<file path="config.mk">
export PLATFORM = sky130hd
export DESIGN_NAME = lsl_top
export DESIGN_NICKNAME = d
export VERILOG_FILES = /design/src/core/lsl_mem.v /design/src/core/lsl_fifo.v /design/src/core/lsl_top.v
export VERILOG_INCLUDE_DIRS = /design/src /design/src/core
export SDC_FILE = /design/constraint.sdc
export NUM_CORES = 1
export LEC_CHECK = 0
export ABC_AREA = 1
export BUFFER_PORTS_ARGS = -buffer_cell sky130_fd_sc_hd__buf_2
export CAP_MARGIN = 20
export CORE_MARGIN = 5
export CORE_UTILIZATION = 63
export CTS_BUF_LIST = sky130_fd_sc_hd__clkbuf_8
export DETAILED_ROUTE_END_ITERATION = 6
export PLACE_DENSITY = 0.89
export SKIP_CTS_REPAIR_TIMING = 1
export SYNTH_ARGS = -nofsm -noshare
export SYNTH_HDL_FRONTEND = slang
export SYNTH_HIERARCHICAL = 1
export SYNTH_SLANG_ARGS = --single-unit
</file>
<file path="constraint.sdc">
create_clock -name I_SYS_CLK -period 2.95 [get_ports I_SYS_CLK]
set_input_delay 0.59 -clock I_SYS_CLK [delete_from_list [all_inputs] [get_ports I_SYS_CLK]]
set_output_delay 0.59 -clock I_SYS_CLK [all_outputs]
set_load 0.01 [all_outputs]
</file>
<file path="src/core/lsl_consts.vh">
// lsl_consts.vh: shared constants of the led sink shift/latch block
// assumes: included by bare name from the fifo and top core files
`ifndef LSL_CONSTS_VH
`define LSL_CONSTS_VH
`define LSL_CHANNELS 16
`define LSL_CHAN_MSB 15
`define LSL_SHIFT_RST 16'h0000
`define LSL_LATCH_RST 16'h0000
`define LSL_SINK_RST 16'h0000
`define LSL_FIFO_DEPTH 16
`define LSL_FIFO_AW 4
// power-on settle time in ns, and the cycles it takes at 100 MHz
`define LSL_SYS_PERIOD_NS 10
`define LSL_POR_NS 100
`define LSL_POR_CYCLES ((`LSL_POR_NS + `LSL_SYS_PERIOD_NS - 1) / `LSL_SYS_PERIOD_NS)
`endif

</file>
<file path="src/core/lsl_mem.v">
// lsl_mem.v: small dual-port storage with registered read data
// assumes: single clock, one write and one read port per cycle
`timescale 1ns/10ps
module lsl_mem #(
    parameter WIDTH = 1,
    parameter AW = 4
) (
    input wire i_clk,
    input wire i_we,
    input wire [AW-1:0] i_waddr,
    input wire [WIDTH-1:0] i_wdata,
    input wire i_re,
    input wire [AW-1:0] i_raddr,
    output reg [WIDTH-1:0] o_rdata
);
    reg [WIDTH-1:0] mem [0:(1<<AW)-1];

    // write port and registered read port
    always @(posedge i_clk) begin
        if (i_we) begin
            mem[i_waddr] <= i_wdata;
        end
        if (i_re) begin
            o_rdata <= mem[i_raddr];
        end
    end
endmodule

</file>
<file path="src/core/lsl_fifo.v">
// lsl_fifo.v: valid/ready fifo holding sampled serial bits
// assumes: one clock, async active-low reset; read data one cycle late
`timescale 1ns/10ps
`include "lsl_consts.vh"
module lsl_fifo #(
    parameter WIDTH = 1,
    parameter DEPTH = 16,
    parameter AW = 4
) (
    input wire i_clk,
    input wire i_rst_b,
    input wire i_in_valid,
    output wire o_in_ready,
    input wire [WIDTH-1:0] i_in_data,
    output reg o_out_valid,
    input wire i_out_ready,
    output wire [WIDTH-1:0] o_out_data
);
    // depth held at pointer width so the full compare drops no bits
    localparam [AW:0] DEPTH_W = DEPTH;
    reg [AW:0] wr_ptr;
    reg [AW:0] rd_ptr;
    wire [AW:0] count;
    wire full;
    wire empty;
    wire push;
    wire pop;
    wire load;

    assign count = wr_ptr - rd_ptr;
    assign full = (count == DEPTH_W);
    assign empty = (count == {(AW+1){1'b0}});
    assign o_in_ready = ~full;
    assign push = i_in_valid & ~full;
    // output stage refills when empty or being drained
    assign load = ~empty & (~o_out_valid | i_out_ready);
    assign pop = load;

    // pointers and output-stage valid
    always @(posedge i_clk or negedge i_rst_b) begin
        if (!i_rst_b) begin
            wr_ptr <= {(AW+1){1'b0}};
            rd_ptr <= {(AW+1){1'b0}};
            o_out_valid <= 1'b0;
        end else begin
            if (push) begin
                wr_ptr <= wr_ptr + 1'b1;
            end
            if (pop) begin
                rd_ptr <= rd_ptr + 1'b1;
                o_out_valid <= 1'b1;
            end else if (i_out_ready) begin
                o_out_valid <= 1'b0;
            end
        end
    end

    lsl_mem #(.WIDTH(WIDTH), .AW(AW)) u_mem (
        .i_clk(i_clk),
        .i_we(push),
        .i_waddr(wr_ptr[AW-1:0]),
        .i_wdata(i_in_data),
        .i_re(pop),
        .i_raddr(rd_ptr[AW-1:0]),
        .o_rdata(o_out_data)
    );
endmodule

</file>
<file path="src/core/lsl_top.v">
// lsl_top.v: shift register, level latch and gated sinks of a
// 16-channel led driver, sampled on the 100 MHz system clock
// assumes: serial clock, data, latch and enable come from pins of
// another domain; serial clock stays at or below 25 MHz
`timescale 1ns/10ps
`include "lsl_consts.vh"
module lsl_top (
    input wire I_SYS_CLK,
    input wire I_RST_B,
    input wire I_SERIAL_CLK,
    input wire I_SERIAL_IN,
    input wire I_LATCH_PASS_N,
    input wire I_OUT_EN_N,
    output reg [`LSL_CHAN_MSB:0] O_CHANNEL_SINK,
    output reg O_SERIAL_OUT,
    output reg O_FIFO_FULL
);
    // pin synchronisers, two stages each
    reg sck_s1;
    reg sck_s2;
    reg sck_d;
    reg sin_s1;
    reg sin_s2;
    reg lat_s1;
    reg lat_s2;
    reg oe_s1;
    reg oe_s2;
    // power-on hold counter
    reg [3:0] por_cnt;
    reg por_done;
    // core state
    reg [`LSL_CHAN_MSB:0] shift_reg;
    reg [`LSL_CHAN_MSB:0] latch_reg;
    wire sck_rise;
    wire fifo_in_ready;
    wire fifo_out_valid;
    wire fifo_out_bit;
    wire shift_take;
    wire [`LSL_CHAN_MSB:0] next_shift;
    wire [`LSL_CHAN_MSB:0] next_latch;
    wire [`LSL_CHAN_MSB:0] next_sink;

    // two-flop synchronisers for every pin input
    always @(posedge I_SYS_CLK or negedge I_RST_B) begin
        if (!I_RST_B) begin
            sck_s1 <= 1'b0;
            sck_s2 <= 1'b0;
            sck_d <= 1'b0;
            sin_s1 <= 1'b0;
            sin_s2 <= 1'b0;
            lat_s1 <= 1'b0;
            lat_s2 <= 1'b0;
            oe_s1 <= 1'b1;
            oe_s2 <= 1'b1;
        end else begin
            sck_s1 <= I_SERIAL_CLK;
            sck_s2 <= sck_s1;
            sck_d <= sck_s2;
            sin_s1 <= I_SERIAL_IN;
            sin_s2 <= sin_s1;
            lat_s1 <= I_LATCH_PASS_N;
            lat_s2 <= lat_s1;
            oe_s1 <= I_OUT_EN_N;
            oe_s2 <= oe_s1;
        end
    end

    // rising edge of the serial clock, found on synchronised copies
    assign sck_rise = sck_s2 & ~sck_d;

    // power-on hold: state kept cleared until the settle time has passed
    always @(posedge I_SYS_CLK or negedge I_RST_B) begin
        if (!I_RST_B) begin
            por_cnt <= 4'h0;
            por_done <= 1'b0;
        end else if (!por_done) begin
            if (por_cnt == (`LSL_POR_CYCLES - 1)) begin
                por_done <= 1'b1;
            end
            por_cnt <= por_cnt + 4'h1;
        end
    end

    // sampled serial bits queue here; the shifter drains one per cycle
    lsl_fifo #(
        .WIDTH(1),
        .DEPTH(`LSL_FIFO_DEPTH),
        .AW(`LSL_FIFO_AW)
    ) u_fifo (
        .i_clk(I_SYS_CLK),
        .i_rst_b(I_RST_B),
        .i_in_valid(sck_rise & por_done),
        .o_in_ready(fifo_in_ready),
        .i_in_data(sin_s2),
        .o_out_valid(fifo_out_valid),
        .i_out_ready(por_done),
        .o_out_data(fifo_out_bit)
    );

    assign shift_take = fifo_out_valid & por_done;

    // newest bit at stage zero, older bits move toward stage fifteen
    assign next_shift = shift_take ?
        {shift_reg[`LSL_CHAN_MSB-1:0], fifo_out_bit} : shift_reg;

    // level latch: open while latch control high, else hold
    assign next_latch = lat_s2 ? next_shift : latch_reg;

    // sinks on for ones, all forced off while enable is high
    assign next_sink = oe_s2 ? `LSL_SINK_RST : next_latch;

    // shift register, latch and outputs
    always @(posedge I_SYS_CLK or negedge I_RST_B) begin
        if (!I_RST_B) begin
            shift_reg <= `LSL_SHIFT_RST;
            latch_reg <= `LSL_LATCH_RST;
            O_CHANNEL_SINK <= `LSL_SINK_RST;
            O_SERIAL_OUT <= 1'b0;
            O_FIFO_FULL <= 1'b0;
        end else begin
            shift_reg <= next_shift;
            latch_reg <= next_latch;
            O_CHANNEL_SINK <= next_sink;
            O_SERIAL_OUT <= next_shift[`LSL_CHAN_MSB];
            O_FIFO_FULL <= ~fifo_in_ready;
        end
    end
endmodule

</file>
==> results of run 1 <==
per-layer routing:
layer	part of all wire (%)	up-vias	wire length [um]
li1	-	1384	-
met1	43	1354	3035
met2	50	77	3574
met3	5.1	9	362
met4	2.0	0	139
met5	0	-	0
metrics by stage:
stage	setup WS, ns	hold WS (ns)	utilization, %	instance area [sq um]	power, mW
after floorplan	0.8891	0.2944	-	4038	3.292
after global placement	0.6791	0.3334	66.45	4172	3.558
after detailed placement	0.5005	0.3347	66.45	4172	3.687
after CTS	0.4696	0.3072	69.52	4364	4.514
after global routing	0.1806	0.3166	69.52	4364	4.885
final	0.4362	0.3196	69.52	4364	4.504
area by class of cell:
| type | instances | area (sq um) |
|---|---|---|
| sequential | 91 | 2365 |
| fill | 440 | 1913 |
| multi-input combinational | 267 | 1364 |
| inverter | 57 | 221.5 |
| timing repair buffer | 24 | 125.1 |
| clock buffer | 9 | 123.9 |
| tap | 77 | 96.34 |
| clock inverter | 7 | 68.82 |
synthesized netlist by cell type:
| cell | instances | area share [%] |
|---|---|---|
| inv_8 | 1 | 0.28 |
| nand2_2 | 8 | 1.2 |
| dfstp_2 | 2 | 1.3 |
| or2_2 | 16 | 2.5 |
| edfxtp_1 | 17 | 13 |
| nor2_1 | 28 | 2.6 |
| buf_6 | 6 | 1.7 |
| nor3_1 | 8 | 0.99 |
| inv_1 | 55 | 5.1 |
| nand3_2 | 7 | 1.7 |
| nand2_4 | 5 | 1.4 |
| nand2_1 | 111 | 10 |
| xnor2_1 | 5 | 1.1 |
| ha_1 | 8 | 2.5 |
| a21oi_1 | 2 | 0.25 |
| dfrtp_1 | 72 | 45 |
| inv_2 | 1 | 0.093 |
| or2_1 | 1 | 0.16 |
| nor2_4 | 1 | 0.28 |
| buf_1 | 1 | 0.093 |
| xor2_1 | 5 | 1.1 |
| buf_2 | 1 | 0.12 |
| o21ai_0 | 2 | 0.25 |
| clkbuf_1 | 3 | 0.28 |
| nand3_1 | 60 | 7.4 |
power by group through the flow:
| stage | Clock, mW | Sequential, mW | Combinational (mW) |
|---|---|---|---|
| 2_1_floorplan | 0 | 1.93 | 1.36 |
| 3_3_place_gp | 0 | 2.00 | 1.56 |
| 3_5_place_dp | 0 | 2.02 | 1.67 |
| 4_1_cts | 0.834 | 2.00 | 1.68 |
| 5_1_grt | 0.891 | 2.06 | 1.94 |
| 6_report | 0.815 | 2.00 | 1.68 |
kinds of logic (layout without fill, tap and decap cells):
family / after synthesis / in the layout
compound gates: 4 / 4
xor+xnor: 10 / 10
fa+ha+maj: 8 / 8
buf+inv: 68 / 97
flops: 91 / 91
simple gates: 245 / 245
how the worst max path moves through the flow:
| stage | cells past startpoint | to | slack, ns | from |
|---|---|---|---|---|
| 2_1_floorplan | 13 | u_fifo/u_mem/mem[11] | 0.89 | u_fifo/rd_ptr[1] |
| 3_3_place_gp | 13 | u_fifo/u_mem/mem[1] | 0.68 | u_fifo/rd_ptr[0] |
| 3_5_place_dp | 13 | u_fifo/u_mem/mem[2] | 0.50 | u_fifo/rd_ptr[0] |
| 4_1_cts | 13 | u_fifo/u_mem/mem[2] | 0.47 | u_fifo/rd_ptr[0] |
| 5_1_grt | 13 | u_fifo/u_mem/mem[3] | 0.18 | u_fifo/rd_ptr[0] |
| 6_report | 13 | u_fifo/u_mem/mem[2] | 0.44 | u_fifo/rd_ptr[0] |
layout by cell type (no fill, tap or decap), types with 7 or more instances in the layout:
master and instances:
ha_1 8, nor3_1 8, nand2_1 111, nor2_1 28, nand3_2 7, clkbuf_8 9
inv_1 57, buf_2 22, edfxtp_1 17, or2_2 16, nand2_2 8, nand3_1 60
dfrtp_1 72
==> metrics.yaml, run 1 <==
status: "finished, final reports clean"
cts-root-buf: "clkbuf_8"
cts_buffers: 9
critPathTopFamily: "simple AND/OR/NAND/NOR gates"
io_pins: 24
grt-busiest-layer: "met2"
max_slew_margin_pct: 39.01
die_width_um: 90.06
cp_slowest_cell: "dfrtp_1"
use_met3_pct: 3.923
max_cap_viol_count: 0
r2r_end: "u_fifo/u_mem/mem[2]"
grt.overflow.total: 0
grtUsageMet1_pct: 23.50
r2r_setup_slack_ns: 0.44
grt_max_degree: 75
ir_drop_uv: 705.7
dr_total_vias: 2824
insertion_delay_ns: 0.36
start_util_pct: 64.32
ant_nets: 0
comb_power_share_pct: 37.4
syn_to_final_growth_pct: 8.088
finalNonFillerCells: 532
p_switching_mw: 1.793
cp_max_fo: 14
die-area_sq_mm: 0.008110
hpwl_mm: 4.880
rsz0062_at_grt: "false"
max_stage_delay_ns: 0.70
crit_top_cell: "nand2_1"
setup_viol: 0
row_count: 29
avgSynthCellArea_sq_um: 9.478
fin_nets: 464
worstMarginPinSlew_ns: 0.9149
num_antenna_cells: 0
p_leak_nw: 2.304
synth_seq_cells: 91
layout_min_cycle_time_ns: 2.514
r2r_cells: 13
synth_simple_gate_area_share_pct: 28.63
yosysSeqAreaShare_pct: 58.57
hold_viol_final: 0
synth-adder-area-share_pct: 2.479
synth_xor_area_share_pct: 2.169
cp_num_buf_inv: 3
cp.required_ns: 3.00
netlist_area_sq_mm: 0.004038
powerDensity_mw_per_mm2: 1032
antenna_found_initial: 0
worstHoldPathType: "in -> reg"
crit_type: "reg -> reg"
chipHeight_um: 90.06
yosysWarnings: 6
grt_pass1_vias: 2869
clockBufferDepth: 2
hold_depth: 1
routedWlPerCell_um: 13.37
slew_violations: 0
drive_above_1_share_pct: 17.36
p_seq_share_pct: 44.5
dp_cells: 516
vias_per_cell: 5.308
cts-htree-levels: 3
p_int_mw: 2.711
coreArea_sq_mm: 0.006277
clkSinkCount: 91
worstSetupStartpointType: "flip-flop"
worst_clock_skew_ns: 0.009709
synth_top_family_by_area: "simple AND/OR/NAND/NOR gates"
grt_pass1_wl_mm: 12.70
drtPass1Iterations: 4
syn-num-nets: 440
synthMuxAreaShare_pct: 0
fin_setup_tns_ns: 0
clk_pin_slew_ns: 0.09
synth_compound_area_share_pct: 0.4958
arrival_ns: 2.56
clock.fmax_mhz: 397.8
use_met2_pct: 32.07
cp_cell_sequence: "ha_1 -> inv_1 -> nand2_1 -> nand2_1 -> nand2_1 -> nand2_1 -> nand2_1 -> nand2_1 -> nand2_4 -> nand2_4 -> inv_1 -> inv_2 -> nor3_1"
syn_inst: 426
drt_iter0_drc: 161
yosysUniqueCellTypes: 25
portBuffers: 23
grtUsageTotal_pct: 19.16
route.detailed.drc: 0
hold_start: "I_OUT_EN_N"
power.share.clock_pct: 18.1
whs_endpoint: "oe_s1"
period_share_pct: 85.21
switching_share_pct: 39.81
gp_congestion: 0.8155
end_kind: "flip-flop"
r2r-start: "u_fifo/rd_ptr[0]"
cts_tree: "done"
totalWireLength_mm: 7.112
Note: power is estimated with default switching activity, not from simulation.
==> run 2, diff against run 1 <==
--- a/config.mk
+++ b/config.mk
@@ -13,6 +13,7 @@
 export CORE_UTILIZATION = 63
 export CTS_BUF_LIST = sky130_fd_sc_hd__clkbuf_8
 export DETAILED_ROUTE_END_ITERATION = 6
+export GPL_TIMING_DRIVEN = 0
 export PLACE_DENSITY = 0.89
 export SKIP_CTS_REPAIR_TIMING = 1
 export SYNTH_ARGS = -nofsm -noshare
==> metrics.yaml, run 2 (synthesized netlist as in run 1, its figures left out) <==
mostFrequentLayoutCells: "nand2_1 (111), dfrtp_1 (72), nand3_1 (60)"  # unchanged
start_util_pct: 64.32  # unchanged
dr_total_vias: 2818  # was 2824
crit_type: "reg -> reg"  # unchanged
clkSinkCount: 91  # unchanged
drt_iter0_drc: 135  # was 161
place_area_sq_mm: 0.004252  # was 0.004172 sq mm
hold_viol_final: 0  # unchanged
dp_slack_ns: 0.5428  # was 0.5005 ns
insertion_delay_ns: 0.37  # was 0.36 ns
gp_congestion: 0.7639  # was 0.8155
max_stage_delay_ns: 0.51  # was 0.70 ns
row_count: 29  # unchanged
p_leak_nw: 2.327  # was 2.304 nW
period_share_pct: 82.65  # was 85.21%
clockBufferDepth: 2  # unchanged
arrival_ns: 2.50  # was 2.56 ns
cp_num_buf_inv: 3  # unchanged
cp_max_fo: 9  # was 14
status: "finished, final reports clean"  # unchanged
clock.fmax_mhz: 410.2  # was 397.8 MHz
coreArea_sq_mm: 0.006277  # unchanged
rsz0062_at_grt: "false"  # unchanged
worstSetupStartpointType: "flip-flop"  # unchanged
max_slew_margin_pct: 41.36  # was 39.01%
cp.required_ns: 3.01  # was 3.00 ns
drive_above_1_share_pct: 18.49  # was 17.36%
antenna_found_initial: 0  # unchanged
worst_clock_skew_ns: 0.01102  # was 0.009709 ns
hold_start: "I_OUT_EN_N"  # unchanged
fin_nets: 474  # was 464
clk_pin_slew_ns: 0.09  # about the same
cp_cell_sequence: "inv_1 -> ha_1 -> nand2_1 -> nand2_1 -> nand2_1 -> nand2_1 -> nand2_1 -> nand2_1 -> nand2_4 -> nand2_4 -> inv_1 -> inv_2 -> nor3_1"  # was ha_1 -> inv_1 -> nand2_1 -> nand2_1 -> nand2_1 -> nand2_1 -> nand2_1 -> nand2_1 -> nand2_4 -> nand2_4 -> inv_1 -> inv_2 -> nor3_1
syn_to_final_growth_pct: 9.730  # was 8.088%
ant_nets: 0  # unchanged
fin_setup_tns_ns: 0  # unchanged
drtPass1Iterations: 4  # unchanged
fin_ws_ns: 0.5119  # was 0.4362 ns
grt.overflow.total: 0  # unchanged
grt_pass1_wl_mm: 12.43  # was 12.70 mm
cp_slowest_cell: "dfrtp_1"  # unchanged
powerDensity_mw_per_mm2: 1010  # was 1032 mW/mm^2
worstMarginPinSlew_ns: 0.8796  # was 0.9149 ns
final_area_sq_mm: 0.004431  # was 0.004364 sq mm
cts_tree: "done"  # unchanged
vias_per_cell: 5.199  # was 5.308
io_pins: 24  # unchanged
slew_violations: 0  # unchanged
route.detailed.drc: 0  # unchanged
totalWireLength_mm: 6.976  # was 7.112 mm
final_common_cell: "nand2_1"  # unchanged
crit_top_cell: "nand2_1"  # unchanged
grt_max_degree: 75  # unchanged
grtUsageTotal_pct: 18.74  # was 19.16%
cts-root-buf: "clkbuf_8"  # unchanged
cts-htree-levels: 3  # unchanged
hpwl_mm: 5.032  # was 4.880 mm
num_antenna_cells: 0  # unchanged
chipHeight_um: 90.06  # unchanged
grt_pass1_vias: 2700  # was 2869
worstHoldPathType: "in -> reg"  # unchanged
setup_viol: 0  # unchanged
ir_drop_uv: 705.5  # was 705.7 uV
die-area_sq_mm: 0.008110  # unchanged
cts_buffers: 9  # unchanged
routedWlPerCell_um: 12.87  # was 13.37 um
max_cap_viol_count: 0  # unchanged
portBuffers: 23  # unchanged
r2r-start: "u_fifo/rd_ptr[1]"  # was u_fifo/rd_ptr[0]
die_width_um: 90.06  # unchanged
startpoint: "u_fifo/rd_ptr[1]"  # was u_fifo/rd_ptr[0]
critPathTopFamily: "simple AND/OR/NAND/NOR gates"  # unchanged
layout_min_cycle_time_ns: 2.438  # was 2.514 ns
end_kind: "flip-flop"  # unchanged
==> run 2: changes by cell type in the layout (fill, tap and decap cells not counted) <==
cell,previous run,this run
buf_4,2,1
clkbuf_1,0,3
inv_4,1,0
buf_6,0,6
clkinvlp_4,0,2
inv_8,2,3
bufinv_16,1,0
buf_1,0,1
buf_2,22,23
inv_1,57,56
==> run 2: worst paths after layout <==
kind / end / slack (ns) / cells past startpoint
max: u_fifo/u_mem/mem[2] / 0.51 / 13
min: oe_s1 / 0.31 / 1
max reg2reg: u_fifo/u_mem/mem[2] / 0.51 / 13
min reg2reg: oe_s2 / 0.36 / 0
max in group asynchronous: u_fifo/wr_ptr[0] / 2.04 / 1
min in group asynchronous: O_CHANNEL_SINK[12] / 0.34 / 1
==> run 2: cell type report <==
cell class                 count  area, sq um
timing repair buffer          23        117.6
tap                           77        96.34
clock buffer                   9        123.9
sequential                    91         2365
inverter                      57        221.5
fill                         432         1847
multi-input combinational    267         1364
clock inverter                 7        55.05
buffer                        11        87.58
==> run 2: layer usage <==
layer	global-route usage (%)	wire length, um	vias up
met1	24.31	3071	1340
met5	0	0	-
met4	8.065	139	0
met2	29.88	3451	63
li1	-	-	1403
met3	4.841	313	12
==> run 2: where the power goes <==
group          switching [mW]  internal (mW)  total, mW
clock                   0.453          0.314      0.767
combinational            1.08          0.690       1.77
sequential              0.260           1.68       1.94
==> run 2: per-stage QoR <==
stage,hold slack [ns],power [mW],util (%),std cells
after global routing,0.2989,4.856,70.58,542
after CTS,0.2958,4.502,70.58,542
after floorplan,0.2944,3.292,-,426
after global placement,0.3316,3.600,67.69,526
final,0.3101,4.475,70.58,542
after detailed placement,0.3388,3.729,67.73,526
==> run 2: worst reg2reg max path, cell delays in order, from the launching register on <==
cell	delay, ns
dfrtp_1	0.51
inv_1	0.11
ha_1	0.33
nand2_1	0.14
nand2_1	0.08
nand2_1	0.09
nand2_1	0.07
nand2_1	0.06
nand2_1	0.07
nand2_4	0.12
nand2_4	0.08
inv_1	0.13
inv_2	0.09
nor3_1	0.25
==> run 3, diff against run 2 <==
--- a/config.mk
+++ b/config.mk
@@ -6,15 +6,15 @@
 export SDC_FILE = /design/constraint.sdc
 export NUM_CORES = 1
 export LEC_CHECK = 0
-export ABC_AREA = 1
+export ABC_AREA = 0
 export BUFFER_PORTS_ARGS = -buffer_cell sky130_fd_sc_hd__buf_2
 export CAP_MARGIN = 20
 export CORE_MARGIN = 5
-export CORE_UTILIZATION = 63
+export CORE_UTILIZATION = 57
 export CTS_BUF_LIST = sky130_fd_sc_hd__clkbuf_8
 export DETAILED_ROUTE_END_ITERATION = 6
 export GPL_TIMING_DRIVEN = 0
-export PLACE_DENSITY = 0.89
+export PLACE_DENSITY = 0.85
 export SKIP_CTS_REPAIR_TIMING = 1
 export SYNTH_ARGS = -nofsm -noshare
 export SYNTH_HDL_FRONTEND = slang
==> constraint.sdc (replaced) <==
create_clock -name I_SYS_CLK -period 2 [get_ports I_SYS_CLK]
set_input_delay 0.4 -clock I_SYS_CLK [delete_from_list [all_inputs] [get_ports I_SYS_CLK]]
set_output_delay 0.4 -clock I_SYS_CLK [all_outputs]
set_load 0.01 [all_outputs]
==> metrics.yaml, run 3 <==
status: "finished with violations"  # was finished, final reports clean
violations: "setup timing"
clockBufferDepth: 2  # unchanged
synth_enable_flop_cells: 17  # unchanged
antenna_found_initial: 0  # unchanged
gp_congestion: 0.8239  # was 0.7639
rsz0062_at_grt: "true"  # was false
drt_iter0_drc: 96  # was 135
synth_ff_type: "dfrtp_1"  # unchanged
ant_nets: 0  # unchanged
io_pins: 24  # unchanged
chipHeight_um: 95.10  # was 90.06 um
r2r_end: "u_fifo/u_mem/mem[0]"  # was u_fifo/u_mem/mem[2]
p_leak_nw: 2.046  # was 2.327 nW
grt.overflow.total: 0  # unchanged
n_fill_cell: 530  # was 432
p_int_mw: 4.852  # was 2.682 mW
clkSinkCount: 91  # unchanged
worstSetupStartpointType: "flip-flop"  # unchanged
yosysSeqAreaShare_pct: 57.29  # was 58.57%
p_switching_mw: 2.808  # was 1.794 mW
yosysWarnings: 6  # unchanged
clock.fmax_mhz: 423.2  # was 410.2 MHz
vias_per_cell: 5.692  # was 5.199
syn_inst: 298  # was 426
cts-root-buf: "clkbuf_8"  # unchanged
route.met2.wl_mm: 4.186  # was 3.451 mm
syn_to_final_growth_pct: 17.19  # was 9.730%
dr_total_vias: 2584  # was 2818
dp_slack_ns: -0.5500  # was 0.5428 ns
cts_tree: "done"  # unchanged
yosys.area.top_type: "dfrtp_1"  # unchanged
num_antenna_cells: 0  # unchanged
grt_pass1_vias: 2616  # was 2700
grt_pass1_wl_mm: 12.84  # was 12.43 mm
synthTopCellsByCount: "dfrtp_1 (72), nor2_1 (32), edfxtp_1 (17)"  # was nand2_1 (111), dfrtp_1 (72), nand3_1 (60)
fin_util_pct: 67.78  # was 70.58%
dr_wl_met3_um: 276  # was 313 um
wl_met1_mm: 3.339  # was 3.071 mm
cts-htree-levels: 3  # unchanged
synthTopCellsByArea: "dfrtp_1 (44%), edfxtp_1 (12%), mux2_4 (5.5%)"  # was dfrtp_1 (45%), edfxtp_1 (13%), nand2_1 (10%)
clk_pin_slew_ns: 0.09  # about the same
max_cap_viol_count: 0  # unchanged
yosysUniqueCellTypes: 45  # was 25
hold_viol_final: 0  # unchanged
cts_buffers: 9  # unchanged
mostFrequentLayoutCells: "dfrtp_1 (66), nor2_1 (30), buf_2 (26)"  # was nand2_1 (111), dfrtp_1 (72), nand3_1 (60)
cp.required_ns: 2.06  # was 3.01 ns
max_slew_margin_pct: 39.59  # was 41.36%
fin_ws_ns: -0.3627  # was 0.5119 ns
synth-async-reset-ratio_pct: 81.32  # unchanged
hpwl_mm: 4.910  # was 5.032 mm
power.share.clock_pct: 16.9  # was 17.1%
r2r_cells: 8  # was 13
die_width_um: 95.10  # was 90.06 um
r2r-start: "u_fifo/rd_ptr[1]"  # unchanged
grt_max_degree: 75  # unchanged
top_layer: "met4"  # unchanged
setup.worst_path.end: "u_fifo/u_mem/mem[0]"  # was u_fifo/u_mem/mem[2]
startpoint: "u_fifo/rd_ptr[1]"  # unchanged
worstMarginPinSlew_ns: 0.9061  # was 0.8796 ns
switching_share_pct: 36.66  # was 40.08%
routedWlPerCell_um: 17.35  # was 12.87 um
period_share_pct: 118.1  # was 82.65%
layout_min_cycle_time_ns: 2.363  # was 2.438 ns
portBuffers: 23  # unchanged
yosysTopAreaCellShare_pct: 43.65  # was 44.62%
netlist_area_sq_mm: 0.004128  # was 0.004038 sq mm
start_util_pct: 57.84  # was 64.32%
avgSynthCellArea_sq_um: 13.85  # was 9.478 sq um
drive_above_1_share_pct: 36.90  # was 18.49%
coreArea_sq_mm: 0.007137  # was 0.006277 sq mm
insertion_delay_ns: 0.36  # was 0.37 ns
cp_max_fo: 8  # was 9
r2r_setup_slack_ns: -0.36  # was 0.51 ns
row_count: 31  # was 29
worstHoldPathType: "in -> reg"  # unchanged
drtPass1Iterations: 4  # unchanged
p_seq_share_pct: 38.3  # was 43.3%
synth_most_common_cell: "dfrtp_1"  # was nand2_1
comb_power_share_pct: 44.9  # was 39.6%
worst_clock_skew_ns: 0.01097  # was 0.01102 ns
register_area_sq_mm: 0.002372  # was 0.002365 sq mm
syn-num-nets: 312  # was 440
crit_type: "reg -> reg"  # unchanged
slew_violations: 0  # unchanged
setup_viol: 27  # was 0
final_common_cell: "dfrtp_1"  # was nand2_1
grtUsageTotal_pct: 18.59  # was 18.74%
ir_drop_uv: 1140  # was 705.5 uV
synth_seq_cells: 91  # unchanged
powerDensity_mw_per_mm2: 1583  # was 1010 mW/mm^2
totalWireLength_mm: 7.876  # was 6.976 mm
multi_input_area_sq_mm: 0.001747  # was 0.001364 sq mm
arrival_ns: 2.42  # was 2.50 ns
die-area_sq_mm: 0.009043  # was 0.008110 sq mm
end_kind: "flip-flop"  # unchanged
fin_nets: 364  # was 474
route.detailed.drc: 0  # unchanged
## run 3: cell types whose count changed after synthesis, moves of 12 or more
cell	previous run	this run
nand2_1	111	7
nand3_1	60	5
inv_1	55	8
or2_2	16	0
mux2_4	0	15
a211oi_1	0	14
and4b_1	0	14
nor2b_1	0	14
a2111oi_2	0	12
## run 3: cell families after synthesis
kind of cell	Yosys count	synth area share, %
and+or+nand+nor	95	13.49
DFF	91	57.29
AOI/OAI and AO/OA	44	11.25
muxes	24	9.245
buffers and inverters	21	3.122
xor gates and xnor gates	15	3.183
adders and majority gates	8	2.425
## run 3: worst min path at each step
stage,end,cells after the start,from
4_1_cts,oe_s1,1,I_OUT_EN_N
6_report,oe_s1,1,I_OUT_EN_N
5_1_grt,oe_s1,1,I_OUT_EN_N
2_1_floorplan,O_CHANNEL_SINK[0],0,I_RST_B
3_5_place_dp,sin_s2,0,sin_s1
3_3_place_gp,sin_s2,0,sin_s1
## run 3: through the flow
step	area, sq um	hold WS (ns)	power, mW	TNS (ns)	cells
after floorplan	4179	0.1044	5.167	-2.984	298
after global placement	4418	0.3328	5.667	-6.472	420
after detailed placement	4420	0.3347	5.841	-8.965	420
after CTS	4629	0.1196	7.179	-10.03	436
after global routing	4837	0.1184	8.102	-8.482	454
final	4837	0.1348	7.660	-6.659	454
## run 3: power groups by stage
stage / clock (mW) / combinational (mW) / sequential [mW]
finish: 1.29 / 3.44 / 2.93
global route: 1.40 / 3.71 / 3.00
CTS: 1.32 / 2.82 / 3.03
detailed placement: 0 / 2.78 / 3.06
global placement: 0 / 2.66 / 3.01
floorplan: 0 / 2.21 / 2.96
## run 3: cell type report
type | count | share of cell area, %
Sequential cell | 91 | 49.04
Multi-Input combinational cell | 186 | 36.11
Timing Repair Buffer | 41 | 5.303
Clock buffer | 10 | 2.845
Tap cell | 99 | 2.561
Buffer | 13 | 2.043
Clock inverter | 6 | 1.474
Inverter | 8 | 0.6208
## run 3: routing by layer
layer	track usage, %	vias to the layer above
li1	-	1210
met1	22.63	1301
met4	8.053	0
met2	32.48	64
met5	0	-
met3	3.157	9
## run 3: worst max-delay path, stage by stage, from the launching register on
cell and delay [ns]:
dfrtp_2 0.45, inv_2 0.07, ha_4 0.19, nor2b_4 0.13, o211a_1 0.24, nor3_2 0.19, o41a_4 0.25, or3b_4 0.43
nor3_2 0.13
